===== src/strap_regmap_pkg.sv =====
package strap_regmap_pkg;
    // host bus and section layout
    localparam int ADDR_W = 10;
    localparam int DATA_W = 8;
    localparam int SYNC_W = 3 + ADDR_W + DATA_W + 9;
    localparam logic [ADDR_W-1:0] SEC_MASK = 10'h3c0;
    localparam logic [ADDR_W-1:0] SEC_GLOBAL = 10'h000;
    localparam logic [ADDR_W-1:0] SEC_ARBITER = 10'h040;
    localparam logic [ADDR_W-1:0] SEC_BERT = 10'h080;
    localparam logic [ADDR_W-1:0] SEC_SERIAL_LO = 10'h0c0;
    localparam logic [ADDR_W-1:0] SEC_ETHERNET = 10'h140;
    localparam logic [ADDR_W-1:0] UNUSED_BASE = 10'h180;
    localparam int SEC_DEPTH = 64;

    // global section offsets
    localparam logic [5:0] OFS_ID_LOW = 6'h00;
    localparam logic [5:0] OFS_ID_HIGH = 6'h01;
    localparam logic [5:0] OFS_GLOBAL_CONTROL_ONE = 6'h02;
    localparam logic [5:0] OFS_GLOBAL_BANK_LATCH = 6'h03;
    localparam logic [5:0] OFS_LINE_CLOCK_ACTIVITY = 6'h04;
    localparam logic [5:0] OFS_REF_SYS_CLOCK_ACTIVITY = 6'h05;
    localparam logic [5:0] OFS_LINE_IRQ_ENABLE = 6'h06;
    localparam logic [5:0] OFS_LINE_IRQ_STATUS = 6'h07;
    localparam logic [5:0] OFS_SUBSCRIBER_IRQ_ENABLE = 6'h08;
    localparam logic [5:0] OFS_SUBSCRIBER_IRQ_STATUS = 6'h09;
    localparam logic [5:0] OFS_QUEUE_IRQ_ENABLE = 6'h0a;
    localparam logic [5:0] OFS_QUEUE_IRQ_STATUS = 6'h0b;
    localparam logic [5:0] OFS_BERT_IRQ_ENABLE = 6'h0c;
    localparam logic [5:0] OFS_BERT_IRQ_STATUS = 6'h0d;
    localparam logic [5:0] OFS_GLOBAL_CONNECTION = 6'h0e;
    localparam logic [5:0] OFS_QUEUE_PRIORITY_CONTROL = 6'h12;
    localparam logic [5:0] OFS_STRAP_SHADOW_CONFIG = 6'h13;
    localparam logic [5:0] OFS_SELF_TEST_ENABLE = 6'h20;
    localparam logic [5:0] OFS_SELF_TEST_RESULT = 6'h21;
    localparam logic [5:0] OFS_SDRAM_MODE_ONE = 6'h3a;
    localparam logic [5:0] OFS_SDRAM_MODE_TWO = 6'h3b;
    localparam logic [5:0] OFS_SDRAM_MODE_WRITE_STROBE = 6'h3c;
    localparam logic [5:0] OFS_SDRAM_REFRESH_COUNT = 6'h3d;
    // arbiter section offsets
    localparam logic [5:0] OFS_RX_QUEUE_SIZE = 6'h00;
    localparam logic [5:0] OFS_TX_QUEUE_SIZE = 6'h01;
    // ethernet section: indirect mac access window
    localparam logic [5:0] OFS_MAC_ADDR_LOW = 6'h00;
    localparam logic [5:0] OFS_MAC_ADDR_HIGH = 6'h01;
    localparam logic [5:0] OFS_MAC_DATA = 6'h02;
    localparam logic [5:0] OFS_MAC_COMMAND = 6'h03;
    localparam logic [5:0] OFS_MAC_READ_DATA = 6'h04;

    // implemented bits of each register
    localparam logic [7:0] MASK_CONTROL_ONE = 8'h07;
    localparam logic [7:0] MASK_BIT0 = 8'h01;
    localparam logic [7:0] MASK_BITS_4_0 = 8'h11;
    localparam logic [7:0] MASK_PRIORITY = 8'h0f;
    localparam logic [7:0] MASK_SHADOW = 8'h1f;
    localparam logic [7:0] MASK_SELF_TEST = 8'h03;
    localparam logic [7:0] MASK_SDRAM_ONE = 8'h0f;
    localparam logic [7:0] MASK_SDRAM_TWO = 8'h07;
    localparam logic [7:0] MASK_ALL = 8'hff;
    localparam logic [7:0] MASK_MAC_CMD = 8'h03;

    // field positions
    localparam int BIT_RESET = 0;
    localparam int CFG_LAPS = 0;
    localparam int CFG_SCR_BYPASS = 1;
    localparam int CFG_BIT_REVERSE = 2;
    localparam int CFG_REDUCED = 3;
    localparam int CFG_LINE_ROLE = 4;
    localparam int CMD_WRITE = 0;
    localparam int CMD_READ = 1;

    // strap profiles and their queue sizes
    localparam logic [1:0] PROFILE_A = 2'h0;
    localparam logic [1:0] PROFILE_B = 2'h2;
    localparam logic [7:0] TX_QUEUE_PROFILE_A = 8'h14;
    localparam logic [7:0] TX_QUEUE_PROFILE_B = 8'h18;
    localparam logic [7:0] RX_QUEUE_PROFILE_A = 8'h2c;
    localparam logic [7:0] RX_QUEUE_PROFILE_B = 8'h28;

    // edges after reset release before straps are caught
    localparam logic [1:0] STRAP_SETTLE = 2'h3;
    localparam logic [7:0] RESET_BYTE = 8'h00;
endpackage


===== src/strap_config_and_register_map.sv =====
module strap_config_and_register_map
    import strap_regmap_pkg::*;
#(
    parameter logic [15:0] DEVICE_ID = 16'h0a5c  // arbitrary value
)
(
    input wire logic clk,
    input wire logic resetn,
    input wire logic hostCsN,
    input wire logic hostRdN,
    input wire logic hostWrN,
    input wire logic [ADDR_W-1:0] hostAddr,
    input wire logic [DATA_W-1:0] hostDataIn,
    output logic [DATA_W-1:0] hostDataOut,
    output logic hostDataOe,
    input wire logic strap_config_enable,
    input wire logic [1:0] profileSelect,
    input wire logic reduced_interface_select,
    input wire logic line_role_select,
    input wire logic full_duplex_strap,
    input wire logic laps_encap_enable,
    input wire logic scrambler_bypass,
    input wire logic bit_order_reverse,
    input wire logic [7:0] lineClockActivity,
    input wire logic [7:0] refSysClockActivity,
    input wire logic [7:0] lineEvents,
    input wire logic [7:0] subscriberEvents,
    input wire logic [7:0] queueEvents,
    input wire logic [7:0] bertEvents,
    input wire logic [1:0] selfTestResult,
    input wire logic [7:0] macReadData,
    input wire logic macReadValid,
    output logic cfgStrapped,
    output logic cfgLapsEncap,
    output logic cfgScramblerBypass,
    output logic cfgBitOrderReverse,
    output logic cfgReducedInterface,
    output logic cfgLineRoleDce,
    output logic cfgFullDuplex,
    output logic [7:0] cfgTxQueueSize,
    output logic [7:0] cfgRxQueueSize,
    output logic softReset,
    output logic [7:0] globalControl,
    output logic macReq,
    output logic macWrite,
    output logic [15:0] macAddr,
    output logic [7:0] macWrData
);
    // two-stage synchroniser for every host bus and strap pin; only stage two is read
    logic [SYNC_W-1:0] pinSync1_q;
    logic [SYNC_W-1:0] pinSync2_q;
    wire [SYNC_W-1:0] pinRaw = {hostCsN, hostRdN, hostWrN, hostAddr, hostDataIn, strap_config_enable,
        profileSelect, reduced_interface_select, line_role_select, full_duplex_strap,
        laps_encap_enable, scrambler_bypass, bit_order_reverse};

    always_ff @(posedge clk or negedge resetn)
    begin
        if (!resetn)
        begin
            pinSync1_q <= '1;
            pinSync2_q <= '1;
        end
        else
        begin
            pinSync1_q <= pinRaw;
            pinSync2_q <= pinSync1_q;
        end
    end

    wire csN = pinSync2_q[SYNC_W-1];
    wire rdN = pinSync2_q[SYNC_W-2];
    wire wrN = pinSync2_q[SYNC_W-3];
    wire [ADDR_W-1:0] addr = pinSync2_q[SYNC_W-4 -: ADDR_W];
    wire [DATA_W-1:0] wrData = pinSync2_q[SYNC_W-4-ADDR_W -: DATA_W];
    wire strapEnable = pinSync2_q[8];
    wire [1:0] strapProfile = pinSync2_q[7:6];
    wire [4:0] strapCfg = {pinSync2_q[4], pinSync2_q[5], pinSync2_q[0], pinSync2_q[1], pinSync2_q[2]};
    wire strapDuplex = pinSync2_q[3];

    // strobe edge detection on synchronised levels
    logic rdActive_q;
    logic wrActive_q;
    wire rdActive = !csN && !rdN;
    wire wrActive = !csN && !wrN;
    wire rdStart = rdActive && !rdActive_q;
    wire wrStart = wrActive && !wrActive_q;

    // section decode from the top four address lines, 64-byte sections
    wire [ADDR_W-1:0] section = addr & SEC_MASK;
    wire [5:0] ofs = addr[5:0];
    wire inGlobal = section == SEC_GLOBAL;
    wire inArbiter = section == SEC_ARBITER;
    wire inEthernet = section == SEC_ETHERNET;

    // writable bits of each global location; reserved bits never store
    function automatic logic [7:0] globalWriteMask(input logic [5:0] o);
        case (o)
            OFS_GLOBAL_CONTROL_ONE: globalWriteMask = MASK_CONTROL_ONE;
            OFS_GLOBAL_BANK_LATCH: globalWriteMask = MASK_BIT0;
            OFS_LINE_IRQ_ENABLE: globalWriteMask = MASK_BITS_4_0;
            OFS_SUBSCRIBER_IRQ_ENABLE: globalWriteMask = MASK_BIT0;
            OFS_QUEUE_IRQ_ENABLE: globalWriteMask = MASK_BITS_4_0;
            OFS_BERT_IRQ_ENABLE: globalWriteMask = MASK_BIT0;
            OFS_GLOBAL_CONNECTION: globalWriteMask = MASK_BIT0;
            OFS_QUEUE_PRIORITY_CONTROL: globalWriteMask = MASK_PRIORITY;
            OFS_STRAP_SHADOW_CONFIG: globalWriteMask = MASK_SHADOW;
            OFS_SELF_TEST_ENABLE: globalWriteMask = MASK_BIT0;
            OFS_SDRAM_MODE_ONE: globalWriteMask = MASK_SDRAM_ONE;
            OFS_SDRAM_MODE_TWO: globalWriteMask = MASK_SDRAM_TWO;
            OFS_SDRAM_MODE_WRITE_STROBE: globalWriteMask = MASK_BIT0;
            OFS_SDRAM_REFRESH_COUNT: globalWriteMask = MASK_ALL;
            default: globalWriteMask = RESET_BYTE;
        endcase
    endfunction

    // writable global storage, masked when written and read back as stored except the strap shadow in strapped mode
    logic [7:0] globalRegs_q [SEC_DEPTH];
    logic [7:0] rxQueueReg_q;
    logic [7:0] txQueueReg_q;
    wire [7:0] wrMask = globalWriteMask(ofs);
    wire globalWrite = wrStart && inGlobal;

    always_ff @(posedge clk or negedge resetn)
    begin
        if (!resetn)
        begin
            for (int i = 0; i < SEC_DEPTH; i++)
            begin
                globalRegs_q[i] <= RESET_BYTE;
            end
        end
        else if (globalWrite)
        begin
            globalRegs_q[ofs] <= wrData & wrMask;
        end
    end

    always_ff @(posedge clk or negedge resetn)
    begin
        if (!resetn)
        begin
            rxQueueReg_q <= RESET_BYTE;
            txQueueReg_q <= RESET_BYTE;
        end
        else if (wrStart && inArbiter)
        begin
            if (ofs == OFS_RX_QUEUE_SIZE)
                rxQueueReg_q <= wrData;
            if (ofs == OFS_TX_QUEUE_SIZE)
                txQueueReg_q <= wrData;
        end
    end

    // latched status: set on event, cleared by the read that returns it
    logic [7:0] lineStatus_q;
    logic [7:0] subStatus_q;
    logic [7:0] queueStatus_q;
    logic [7:0] bertStatus_q;
    wire clrLine = rdStart && inGlobal && ofs == OFS_LINE_IRQ_STATUS;
    wire clrSub = rdStart && inGlobal && ofs == OFS_SUBSCRIBER_IRQ_STATUS;
    wire clrQueue = rdStart && inGlobal && ofs == OFS_QUEUE_IRQ_STATUS;
    wire clrBert = rdStart && inGlobal && ofs == OFS_BERT_IRQ_STATUS;

    // an event in the clearing cycle survives: set wins over clear
    function automatic logic [7:0] latchNext(input logic [7:0] cur, input logic clr,
                                             input logic [7:0] ev, input logic [7:0] mask);
        latchNext = ((clr ? RESET_BYTE : cur) | ev) & mask;
    endfunction

    wire [7:0] lineStatus_d = latchNext(lineStatus_q, clrLine, lineEvents, MASK_BITS_4_0);
    wire [7:0] subStatus_d = latchNext(subStatus_q, clrSub, subscriberEvents, MASK_BIT0);
    wire [7:0] queueStatus_d = latchNext(queueStatus_q, clrQueue, queueEvents, MASK_BITS_4_0);
    wire [7:0] bertStatus_d = latchNext(bertStatus_q, clrBert, bertEvents, MASK_BIT0);

    always_ff @(posedge clk or negedge resetn)
    begin
        if (!resetn)
        begin
            lineStatus_q <= RESET_BYTE;
            subStatus_q <= RESET_BYTE;
            queueStatus_q <= RESET_BYTE;
            bertStatus_q <= RESET_BYTE;
        end
        else
        begin
            lineStatus_q <= lineStatus_d;
            subStatus_q <= subStatus_d;
            queueStatus_q <= queueStatus_d;
            bertStatus_q <= bertStatus_d;
        end
    end

    // indirect mac window; mac space itself has no direct address
    logic [15:0] macAddr_q;
    logic [7:0] macWrData_q;
    logic [7:0] macRdData_q;
    logic macReq_q;
    logic macWrite_q;
    wire ethWrite = wrStart && inEthernet;
    wire macCmd = ethWrite && ofs == OFS_MAC_COMMAND;
    wire [7:0] cmdBits = wrData & MASK_MAC_CMD;

    always_ff @(posedge clk or negedge resetn)
    begin
        if (!resetn)
        begin
            macAddr_q <= '0;
            macWrData_q <= RESET_BYTE;
            macRdData_q <= RESET_BYTE;
            macReq_q <= 1'b0;
            macWrite_q <= 1'b0;
        end
        else
        begin
            if (ethWrite && ofs == OFS_MAC_ADDR_LOW)
                macAddr_q[7:0] <= wrData;
            if (ethWrite && ofs == OFS_MAC_ADDR_HIGH)
                macAddr_q[15:8] <= wrData;
            if (ethWrite && ofs == OFS_MAC_DATA)
                macWrData_q <= wrData;
            if (macReadValid)
                macRdData_q <= macReadData;
            // one-cycle request; write wins if both command bits are set
            macReq_q <= macCmd && (cmdBits[CMD_WRITE] || cmdBits[CMD_READ]);
            if (macCmd)
                macWrite_q <= cmdBits[CMD_WRITE];
        end
    end

    // straps caught after release, recaught on each entry to strapped mode
    logic [1:0] settle_q;
    logic strapMode_q;
    logic [4:0] strapCfg_q;
    logic [1:0] strapProfile_q;
    logic strapDuplex_q;
    wire settled = settle_q == STRAP_SETTLE;
    wire strapCatch = settled && strapEnable && !strapMode_q;

    always_ff @(posedge clk or negedge resetn)
    begin
        if (!resetn)
        begin
            settle_q <= 2'h0;
            strapMode_q <= 1'b0;
            strapCfg_q <= '0;
            strapProfile_q <= PROFILE_A;
            strapDuplex_q <= 1'b1;
        end
        else
        begin
            if (!settled)
                settle_q <= settle_q + 2'h1;
            if (settled)
                strapMode_q <= strapEnable;
            if (strapCatch)
            begin
                strapCfg_q <= strapCfg;
                strapProfile_q <= strapProfile;
                strapDuplex_q <= strapDuplex;
            end
        end
    end

    // profile 10 gives the larger tx queue; other codes take profile 00 values
    wire profileB = strapProfile_q == PROFILE_B;
    wire [7:0] strapTxQueue = profileB ? TX_QUEUE_PROFILE_B : TX_QUEUE_PROFILE_A;
    wire [7:0] strapRxQueue = profileB ? RX_QUEUE_PROFILE_B : RX_QUEUE_PROFILE_A;
    wire [4:0] regCfg = globalRegs_q[OFS_STRAP_SHADOW_CONFIG][4:0];
    wire [4:0] effCfg = strapMode_q ? strapCfg_q : regCfg;
    wire [7:0] effTxQueue = strapMode_q ? strapTxQueue : txQueueReg_q;
    wire [7:0] effRxQueue = strapMode_q ? strapRxQueue : rxQueueReg_q;

    // read mux; unlisted locations read as stored, so only unmapped and unused locations read zero
    function automatic logic [7:0] globalRead(input logic [5:0] o);
        case (o)
            OFS_ID_LOW: globalRead = DEVICE_ID[7:0];
            OFS_ID_HIGH: globalRead = DEVICE_ID[15:8];
            OFS_LINE_CLOCK_ACTIVITY: globalRead = lineClockActivity & MASK_BITS_4_0;
            OFS_REF_SYS_CLOCK_ACTIVITY: globalRead = refSysClockActivity & MASK_SELF_TEST;
            OFS_LINE_IRQ_STATUS: globalRead = lineStatus_q;
            OFS_SUBSCRIBER_IRQ_STATUS: globalRead = subStatus_q;
            OFS_QUEUE_IRQ_STATUS: globalRead = queueStatus_q;
            OFS_BERT_IRQ_STATUS: globalRead = bertStatus_q;
            OFS_STRAP_SHADOW_CONFIG: globalRead = {3'h0, effCfg};
            OFS_SELF_TEST_RESULT: globalRead = {6'h00, selfTestResult};
            default: globalRead = globalRegs_q[o];
        endcase
    endfunction

    wire [7:0] arbiterRead = (ofs == OFS_RX_QUEUE_SIZE) ? effRxQueue :
        (ofs == OFS_TX_QUEUE_SIZE) ? effTxQueue : RESET_BYTE;
    wire [7:0] ethernetRead = (ofs == OFS_MAC_ADDR_LOW) ? macAddr_q[7:0] :
        (ofs == OFS_MAC_ADDR_HIGH) ? macAddr_q[15:8] :
        (ofs == OFS_MAC_DATA) ? macWrData_q :
        (ofs == OFS_MAC_READ_DATA) ? macRdData_q : RESET_BYTE;
    wire [7:0] readValue = inGlobal ? globalRead(ofs) :
        inArbiter ? arbiterRead :
        inEthernet ? ethernetRead : RESET_BYTE;

    // read data captured at strobe start and held until strobe ends
    logic [7:0] rdData_q;
    logic rdOe_q;
    always_ff @(posedge clk or negedge resetn)
    begin
        if (!resetn)
        begin
            rdActive_q <= 1'b0;
            wrActive_q <= 1'b0;
            rdData_q <= RESET_BYTE;
            rdOe_q <= 1'b0;
        end
        else
        begin
            rdActive_q <= rdActive;
            wrActive_q <= wrActive;
            rdOe_q <= rdActive;
            if (rdStart)
                rdData_q <= readValue;
        end
    end

    // registered configuration outputs
    logic [4:0] cfgOut_q;
    logic [7:0] txQueue_q;
    logic [7:0] rxQueue_q;
    logic fullDuplex_q;
    always_ff @(posedge clk or negedge resetn)
    begin
        if (!resetn)
        begin
            cfgOut_q <= '0;
            txQueue_q <= RESET_BYTE;
            rxQueue_q <= RESET_BYTE;
            fullDuplex_q <= 1'b1;
        end
        else
        begin
            cfgOut_q <= effCfg;
            txQueue_q <= effTxQueue;
            rxQueue_q <= effRxQueue;
            fullDuplex_q <= strapMode_q ? strapDuplex_q : 1'b1;
        end
    end

    assign hostDataOut = rdData_q;
    assign hostDataOe = rdOe_q;
    assign cfgStrapped = strapMode_q;
    assign cfgLapsEncap = cfgOut_q[CFG_LAPS];
    assign cfgScramblerBypass = cfgOut_q[CFG_SCR_BYPASS];
    assign cfgBitOrderReverse = cfgOut_q[CFG_BIT_REVERSE];
    assign cfgReducedInterface = cfgOut_q[CFG_REDUCED];
    assign cfgLineRoleDce = cfgOut_q[CFG_LINE_ROLE];
    assign cfgFullDuplex = fullDuplex_q;
    assign cfgTxQueueSize = txQueue_q;
    assign cfgRxQueueSize = rxQueue_q;
    assign softReset = globalRegs_q[OFS_GLOBAL_CONTROL_ONE][BIT_RESET];
    assign globalControl = globalRegs_q[OFS_GLOBAL_CONTROL_ONE];
    assign macReq = macReq_q;
    assign macWrite = macWrite_q;
    assign macAddr = macAddr_q;
    assign macWrData = macWrData_q;
endmodule


===== config.mk =====
export PLATFORM = sky130hd
export DESIGN_NAME = strap_config_and_register_map
export DESIGN_NICKNAME = d
export VERILOG_FILES = /design/src/strap_regmap_pkg.sv /design/src/strap_config_and_register_map.sv
export SDC_FILE = /design/constraint.sdc
export NUM_CORES = 1
export LEC_CHECK = 0
export ABC_AREA = 1
export BUFFER_PORTS_ARGS = -buffer_cell sky130_fd_sc_hd__clkbuf_2
export CAP_MARGIN = 25
export CELL_PAD_IN_SITES_DETAIL_PLACEMENT = 1
export CELL_PAD_IN_SITES_GLOBAL_PLACEMENT = 2
export CORE_ASPECT_RATIO = 1.5
export CORE_UTILIZATION = 34
export DETAILED_ROUTE_END_ITERATION = 10
export PLACE_DENSITY_LB_ADDON = 0.1
export SKIP_LAST_GASP = 1
export SLEW_MARGIN = 25
export SYNTH_ARGS = -nofsm -noshare
export SYNTH_HDL_FRONTEND = slang
export SYNTH_SLANG_ARGS = --single-unit

===== constraint.sdc =====
create_clock -name clk -period 1.98 [get_ports clk]
set_input_delay 0.297 -clock clk [delete_from_list [all_inputs] [get_ports clk]]
set_output_delay 0.297 -clock clk [all_outputs]
set_load 0.005 [all_outputs]

Word-level counts from Yosys, hierarchy flattened
Memories as Yosys holds them, arrays and structs flattened.
Index checks and enable logic that the tools add are counted.

operators by class
  $add $sub $neg = 1
  bitwise logic cells = 6
  reduce and logical (&&, ||, !) cells = 31
  order comparisons = 2
  multiplexer cells = 26
  eq/ne operators = 15

operators by type and width
  operator                                                   number
  bitwise mux 512 bit                                        1
  two-way mux 8 bit                                          14
  case mux 8 bit (10 select lines)                           1
  binary-select mux 8 bit (select 6 bit)                     1
  demux 8 bit (select 6 bit)                                 1
  logical AND 1 bit                                          20
  == test 6 x 3 -> 1 bit (second input constant)             3
  == test 6 x 4 -> 1 bit (second input constant)             3
  two-way mux 5 bit                                          3
  == test 6 x 2 -> 1 bit (second input constant)             2
  zero test 10 bit                                           1
  bitwise OR 5 bit                                           2
  bitwise AND 8 bit                                          1
  greater-or-equal comparator 7 bit (second input constant)  1
  < comparator 7 x 1 -> 1 bit (second input constant)        1
  NOT 6 -> 7 bit                                             1
  == test 6 x 1 -> 1 bit (second input constant)             1
  == test 6 x 5 -> 1 bit (second input constant)             1
  == test 6 bit (second input constant)                      1
  zero test 1 bit                                            6
  zero test 6 bit                                            1
  == test 2 bit (second input constant)                      2
  == test 4 x 1 -> 1 bit (second input constant)             1
  == test 4 x 3 -> 1 bit (second input constant)             1
  7 further kinds                                            11

word-level totals
  memories kept = 1
  ROM bits = 512
  bits of input ports = 91
  output and inout bits = 67
  bits in registers = 671

memories
  memory            depth  bits a word  rd ports  clocked after memory_dff  wr ports  line                                 text
  (name not given)  64     8            1         0                         0         strap_config_and_register_map.sv:97  case (o)

Longest topological paths before layout
Gate-level depths: netlist of the first run.

  depth in word-level cells = 8
  mapped depth = 17
  mapped depth without buffers = 15

Worst setup path before layout of the first run
No wires, ideal clock.

  path type = register -> register
  start = register pinSync2_q[18]
  end = register globalRegs_q[232] in the netlist's numbering
  path slack = -0.179 ns
  data arrival time = 2.095 ns
  library setup time = 0.064 ns
  required time = 1.916 ns
  cell stages (with the launch flop) = 12
  buffers on the path = 4
  cells stage by stage = dfstp_2 buf_4 inv_4 buf_2 buf_2 ha_1 a21oi_1 nor3_1 nand2_1 buf_2 nand2_1 o21a_1

on the way
  word-level cells in the longest chain between the ends = 6

ends and longest elaborated chain
  what                                                                                                           line                                  text
  from (decl)                                                                                                    strap_config_and_register_map.sv:51   logic [SYNC_W-1:0] pinSync2_q;
  from (signal assigned)                                                                                         strap_config_and_register_map.sv:66   pinSync2_q <= pinSync1_q;
  NOT 6 -> 7 bit (implied by the code)                                                                           strap_config_and_register_map.sv:134  globalRegs_q[ofs] <= wrData & wrMask;
  greater-or-equal comparator 7 bit (implied by the code) / < comparator 7 x 1 -> 1 bit (equally long branches)  strap_config_and_register_map.sv:134
  logical AND 1 bit (implied by the code)                                                                        strap_config_and_register_map.sv:134
  two-way mux 8 bit (implied by the code)                                                                        strap_config_and_register_map.sv:134
  demux 8 bit (select 6 bit)                                                                                     strap_config_and_register_map.sv:134
  bitwise mux 512 bit *                                                                                          strap_config_and_register_map.sv:134
  to (signal, indexed assignment)                                                                                strap_config_and_register_map.sv:134
  to (decl)                                                                                                      strap_config_and_register_map.sv:117  logic [7:0] globalRegs_q [SEC_DEPTH];

Mark *: on every way between the ends. The rest lies on a longest branch, timed or not.
A chain may end at the register's enable or synchronous reset.

Worst setup path after layout of the first run
  start = register pinSync2_q[18]
  end = register rdData_q[3], in the netlist hostDataOut[3]

on the way
  word-level cells in the longest chain between the ends = 8

ends and longest elaborated chain
  what                                                                      line                                  text
  branches (longest 7 deep; another with case mux 8 bit (10 select lines))  n/a
  two-way mux 8 bit *                                                       strap_config_and_register_map.sv:296  wire [7:0] readValue = inGlobal ? globalRead(ofs) :
  to (signal assigned)                                                      strap_config_and_register_map.sv:318  rdData_q <= readValue;
  to (decl)                                                                 strap_config_and_register_map.sv:301  logic [7:0] rdData_q;

Mark *: on every way between the ends. The select of a mux whose other input is x is not followed.

==> metrics.txt, run 1 <==
CTS Buffer Depth 3; slew of the pin with the lowest slew margin 0.568 ns; final net count 4118; Hold Crit Start macReadValid; GR Util All Layers roughly 27%; CP Max Fanout 7; CTS sink cnt 671; Critical Path Start Type register; Std-Cell Rows 131; Layout Cells excl Fill 5206; list of most frequent post-synthesis cells 1057 x nand2_1, 654 x nor2_1, 609 x dfrtp_1; WL final 113 mm; crit share post-route 122%; # IOs around 160; Power Dens Cells around 780 mW/mm²; post-DP HPWL 82.3 mm; CTS root buffer clkbuf_16; Post-Place Cells 4970; Req. time, crit path 2.56 ns; worst hold margin 0.0552 ns; final hold vios 0; post-synthesis register bit count 671; wire length per cell 21.7 µm; r2r worst-path depth 16; status finished, violations left; R2R Setup Slk -0.44 ns; Max VDD drop roughly 0.97 mV; critical path, cell by cell inv_8 > buf_12 > nor2_4 > buf_12 > buf_12 > nand2_2 > nand3_2 > nand2_4 > nand2_1 > nor2_2 > nor2_1 > nor2_1 > buf_4 > nand2_1 > nand2_1 > a21oi_2; Max-Cap Viols 0; Rel. slew slack 62.1%; Core ar. 0.0849 mm²; Post-Place Setup Slack -0.623 ns; global route total overflow 0; most common cell in the netlist nand2_1; CTS buffer count 72; Synth cell types 47; hold path depth 3; Detail Route Antenna Nets 0; syn avg cell area 8.30 µm²; P_leak around 19 nW; type of element capturing the critical path register; Worst R2R Start pinSync2_q[18]; die extent in x 241 µm; Die Area approximately 0.087 mm²; Hold Path Sink macRdData_q[0]; Mapped Nets between 3000 and 4000; Crit path arrival time 2.99 ns; ys async rst share 100%; DR vias ~25000; Tmin final 2.42 ns; synth warn 0; final worst setup slack -0.438 ns; placed cell areas roughly 0.034 mm²; pin count of the biggest net entering global routing 74; Post-Syn Instances ~3500; first drt pass iteration count 4; ys flop type dfrtp_1; type of the worst setup path reg2reg; cell taking the most area after synthesis dfrtp_1; final antenna diode count 0; synth top area cells dfrtp_1 52%, nand2_1 14%, nor2_1 8.4%; Power Total 30.2 mW; clock slew at reported path FFs 0.06 ns; sequential-to-total area share from yosys stat 57.9%; worst skew pair latency 0.65 ns; mapped cell area 0.0291 mm²; number of synthesized flops with an enable pin 0; global-route wire length before repair 170 mm; CTS tree built; vias in the first global route 26900; layout cell share with drive strength beyond 1 about 24%; initial antenna violation count 0; Iter 0 DRT Violations 1410; die height 360 µm; Port Buffers 119; final slew viol count 0; Placer Congestion 0.937; initial core utilization approximately a third; worst min-delay path class in2reg; DRC 0; top cell type's share of synthesized area 52.3%; Layout area overhead 32.6%; Design Area, Final 0.0386 mm²; CTS H-tree lvls 3; failing checks setup timing; skew final roughly 0.021 ns; Peak Freq approximately 0.41 GHz; Final setup viols 482; slowest stage delay, CP ~0.67 ns; RSZ-0062 raised after global routing yes; Slowest cell on crit path dfstp_4; DR vias/cell 4.72; FF-to-FF End hostDataOut[3]
-- worst max path at each step --
stage	end	cells after the start	slack, ns	start
after global placement	hostDataOut[2]	13	-0.67	pinSync2_q[18]
final	hostDataOut[3]	16	-0.44	pinSync2_q[18]
after floorplan	globalRegs_q[232]	11	0.002	pinSync2_q[18]
after detailed placement	hostDataOut[3]	15	-0.62	pinSync2_q[17]
after global routing	hostDataOut[6]	18	-0.52	pinSync2_q[17]
after CTS	hostDataOut[2]	16	-0.40	pinSync2_q[17]
-- flip-flops by register name (all words and copies together) (netlist names), 2 cells and up --
| register | count |
|---|---|
| settle_q | 2 |
| cfgTxQueueSize | 8 |
| globalControl | 8 |
| rxQueueReg_q | 8 |
| macAddr | 16 |
| strapProfile_q | 2 |
| strapCfg_q | 5 |
| macRdData_q | 8 |
| txQueueReg_q | 8 |
| cfgOut_q | 5 |
| macWrData | 8 |
| pinSync1_q | 30 |
| queueStatus_q | 2 |
| pinSync2_q | 30 |
| lineStatus_q | 2 |
| globalRegs_q | 504 |
| hostDataOut | 8 |
| cfgRxQueueSize | 8 |
-- where the power goes --
part,internal (mW),switching [mW],total [mW],leakage (nW)
clock network,7.81,5.79,13.6,1.16
logic,0.977,1.55,2.53,8.92
registers,13.9,0.120,14.0,9.05
-- critical path: cells and delay by family, from the launching register on --
kind,cells,cell delay [ns]
AO/OA/AOI/OAI,1,0.12
buffers and inverters,5,0.68
flip-flops,1,0.67
AND/OR/NAND/NOR,10,0.85
-- timing repair --
action / in CTS / in global routing
pin swaps: 44 / 41
buffers inserted: 46 / 10
endpoints found under the hold margin: 103 / 0
hold buffers: 45 / 0
setup endpoints to repair: 558 / 556
resized for setup: 203 / 120
gates cloned: 8 / 4
-- cells by family after synthesis --
| kind of cell | Yosys count | synth area share (%) |
|---|---|---|
| simple gates | 1866 | 26.7 |
| flops | 671 | 57.9 |
| buf+inv | 604 | 8.29 |
| compound gates | 350 | 6.33 |
| mux | 12 | 0.464 |
| fa+ha+maj | 5 | 0.215 |
| xor+xnor | 1 | 0.0301 |
-- cell type report --
type	count	area (µm²)
Fill cell	10000	46300
Tap cell	1130	1410
Inverter	484	1860
Sequential cell	671	16900
Clock buffer	110	2200
Clock inverter	18	138
Multi-Input combinational cell	2234	10600
Timing Repair Buffer	559	5520
-- stage by stage --
stage	setup TNS (ns)	util [%]
2_1_floorplan	0	-
3_3_place_gp	-107.38	40.0
4_1_cts	-73.14	44.9
5_1_grt	-91.97	45.5
3_5_place_dp	-119.78	40.0
6_report	-53.55	45.5
-- cell usage in the layout (no fill, tap or decap), types with 18 or more instances in the layout --
cell,instances
dfstp_2,60
nor2_2,39
nor2_1,616
o22ai_1,18
nand2_1,992
nor2_4,54
clkbuf_16,81
nand2_2,61
inv_1,459
clkbuf_2,118
buf_12,86
nand2_4,22
clkbuf_1,18
o21ai_0,137
buf_6,24
dfrtp_1,609
dlygate4sd3_1,45
o21ai_2,20
o21ai_1,62
buf_4,266
a21oi_1,65
nand3_1,26
-- per-layer routing --
layer | share of wire, % | global-route usage (%)
met2 | 53 | 48.2
met5 | 0 | 0
met3 | 3.1 | 3.05
met4 | 5.2 | 13.4
met1 | 39 | 31.0
Power figures use the tool's default switching activity.
==> inputs of run 2 (changes only) <==
--- a/config.mk
+++ b/config.mk
@@ -5,13 +5,12 @@
 export SDC_FILE = /design/constraint.sdc
 export NUM_CORES = 1
 export LEC_CHECK = 0
-export ABC_AREA = 1
 export BUFFER_PORTS_ARGS = -buffer_cell sky130_fd_sc_hd__clkbuf_2
 export CAP_MARGIN = 25
 export CELL_PAD_IN_SITES_DETAIL_PLACEMENT = 1
 export CELL_PAD_IN_SITES_GLOBAL_PLACEMENT = 2
 export CORE_ASPECT_RATIO = 1.5
-export CORE_UTILIZATION = 34
+export CORE_UTILIZATION = 39
 export DETAILED_ROUTE_END_ITERATION = 10
 export PLACE_DENSITY_LB_ADDON = 0.1
 export SKIP_LAST_GASP = 1
==> metrics.txt, run 2 <==
most common cell in the netlist dfrtp_1; skew final 0.0128 ns; cell taking the most area after synthesis dfrtp_1; grt met2 use 48.9%; Die Area 0.0712 mm²; status finished, violations left; vias in the first global route roughly 22000; layout cell share with drive strength beyond 1 48.1%; final net count 2758; initial antenna violation count 0; Layout area overhead 41.2%; RSZ-0062 raised after global routing yes; Critical Path Start Type register; crit share post-route 141%; Post-Syn Instances 2086; Core ar. 0.0692 mm²; CP Max Fanout 9; type of the worst setup path reg2reg; CTS sink cnt about 670; die height 326 µm; Synth cell types 68; DR vias 19700; multiplexer share of the synthesized area between 10 and 15%; post-synthesis simple-gate area fraction 16.3%; CTS buffer count 68; die extent in x 218 µm; most frequent cells in the layout 609 x dfrtp_1, 251 x buf_4, 196 x and2_1; adder-cell share of the synthesized area 0.229%; sequential-to-total area share from yosys stat roughly 60%; list of most frequent post-synthesis cells 609 x dfrtp_1, 271 x and2_1, 240 x nand2_1; met3 usage 3.25%; first drt pass iteration count 5; Max VDD drop 0.789 mV; Peak Freq 0.359 GHz; worst min-delay path class in2reg; Power Total between 20 and 30 mW; worst skew pair latency ~0.63 ns; ys flop type dfrtp_1; Mapped Nets 2182; post-synthesis compound-gate area fraction 5.73%; Crit path arrival time 3.29 ns; Power Dens Cells between 700 and 800 mW/mm²; CTS Buffer Depth 3; combinational family with the most area after synthesis simple AND/OR/NAND/NOR gates; placed cell areas ~0.031 mm²; post-synthesis register bit count between 600 and 700; mapped cell area 0.0273 mm²; pin count of the biggest net entering global routing 121; DR vias/cell 5.46; Setup TNS -174.13 ns; Placer Congestion a little over 0.9; CP startpoint pinSync2_q[17]; ys async rst share 100%; syn avg cell area ~13 µm²; Final setup viols 568; commonest non-fill, non-tap cell in the layout dfrtp_1; CTS root buffer clkbuf_16; final hold vios 0; max FFs per register 504; Hold Crit Start macReadValid; wire length per cell ~28 µm; Rel. slew slack 42.5%; CTS tree built; Tmin final 2.78 ns; slew of the pin with the lowest slew margin 0.850 ns; Port Buffers 119; Iter 0 DRT Violations roughly 1100; Std-Cell Rows about 120; DRC 0; clock slew at reported path FFs around 0.06 ns; final worst setup slack -0.805 ns; CTS H-tree lvls 3; synth top area cells dfrtp_1 56%, mux4_2 10%, and2_1 6.2%; Max-Cap Viols 0; Design Area, Final around 0.039 mm²; Worst R2R Start pinSync2_q[17]; synth warn 0; met1 track utilization from global routing 34.5%; Req. time, crit path 2.48 ns; GR Util All Layers 28.3%; Top Registers globalRegs_q (504), pinSync1_q (30), pinSync2_q (30); P_leak 17.9 nW; Detail Route Antenna Nets 0; WL final 99.7 mm; XOR/XNOR Fraction of Synth Area less than 1%; top cell type's share of synthesized area 55.8%; Biggest register globalRegs_q; initial core utilization around 40%; global route total overflow 0; failing checks setup timing; post-DP HPWL 65.1 mm; busiest grt layer met2; global-route wire length before repair 147 mm; # IOs ~160; final slew viol count 0; type of element capturing the critical path register; number of synthesized flops with an enable pin 0
run 2: cell families after synthesis:
group	count (synthesis)
XOR/XNOR	1
buffers and inverters	116
multiplexers	216
flip-flops	671
AO/OA/AOI/OAI	254
adder cells (fa/ha/maj)	5
AND/OR/NAND/NOR	823
run 2: cell type report:
cell class	instances	area [µm²]
clock buffers	106	2070
fillers	6721	30700
well taps	900	1130
inverters	5	28.8
diodes	1	2.50
multi-input cells	1312	12100
flip-flops and latches	671	16900
repair buffers	604	6170
clock inverters	17	171
run 2: path summary, 6_finish.rpt:
kind                                     end  cells past startpoint  slack, ns
min in group asynchronous        settle_q[1]                      2       0.11
hold reg to reg               pinSync2_q[11]                      0       0.35
max in group asynchronous  globalRegs_q[310]                      3       0.92
setup / recovery              hostDataOut[2]                      9      -0.80
hold / removal                macRdData_q[1]                      2        0.1
setup reg to reg              hostDataOut[2]                      9      -0.80
run 2: report_power, final:
part           switching [mW]  total, mW  internal [mW]
combinational            1.29       2.34           1.05
sequential              0.163       14.1           13.9
clock                    5.55       13.0           7.48
total                    7.00       29.5           22.5
run 2: layer usage:
metal | up-vias | routed length, µm
met2 | 531 | 51200
met4 | 0 | 5960
met3 | 236 | 3560
li1 | 8459 | -
met5 | - | 0
met1 | 10500 | 38900
run 2: worst max-delay path, stage by stage, from the launching register on:
cell,delay (ns)
dfstp_4,0.68
buf_12,0.14
buf_12,0.14
mux4_2,0.51
mux2i_2,0.26
buf_4,0.18
a22oi_1,0.08
nand2_2,0.16
nand4_1,0.18
a221o_1,0.33
run 2: what timing repair did:
action	in CTS	in global routing
setup endpoints to repair	568	568
cloned	27	8
hold buffers	45	0
endpoints found under the hold margin	283	0
resized for setup	438	228
pin swaps	165	87
buffers inserted	91	47
run 2: through the flow:
stage	worst slack, ns	std cells	hold slack, ns	utilization (%)
final	-0.805	3616	0.0988	55.7
after global routing	-0.843	3615	0.0995	55.7
after CTS	-0.779	3574	0.0753	53.8
after detailed placement	-1.03	3293	0.145	45.4
after global placement	-0.976	3293	0.145	45.4
after floorplan	-0.320	2086	0.00141	-
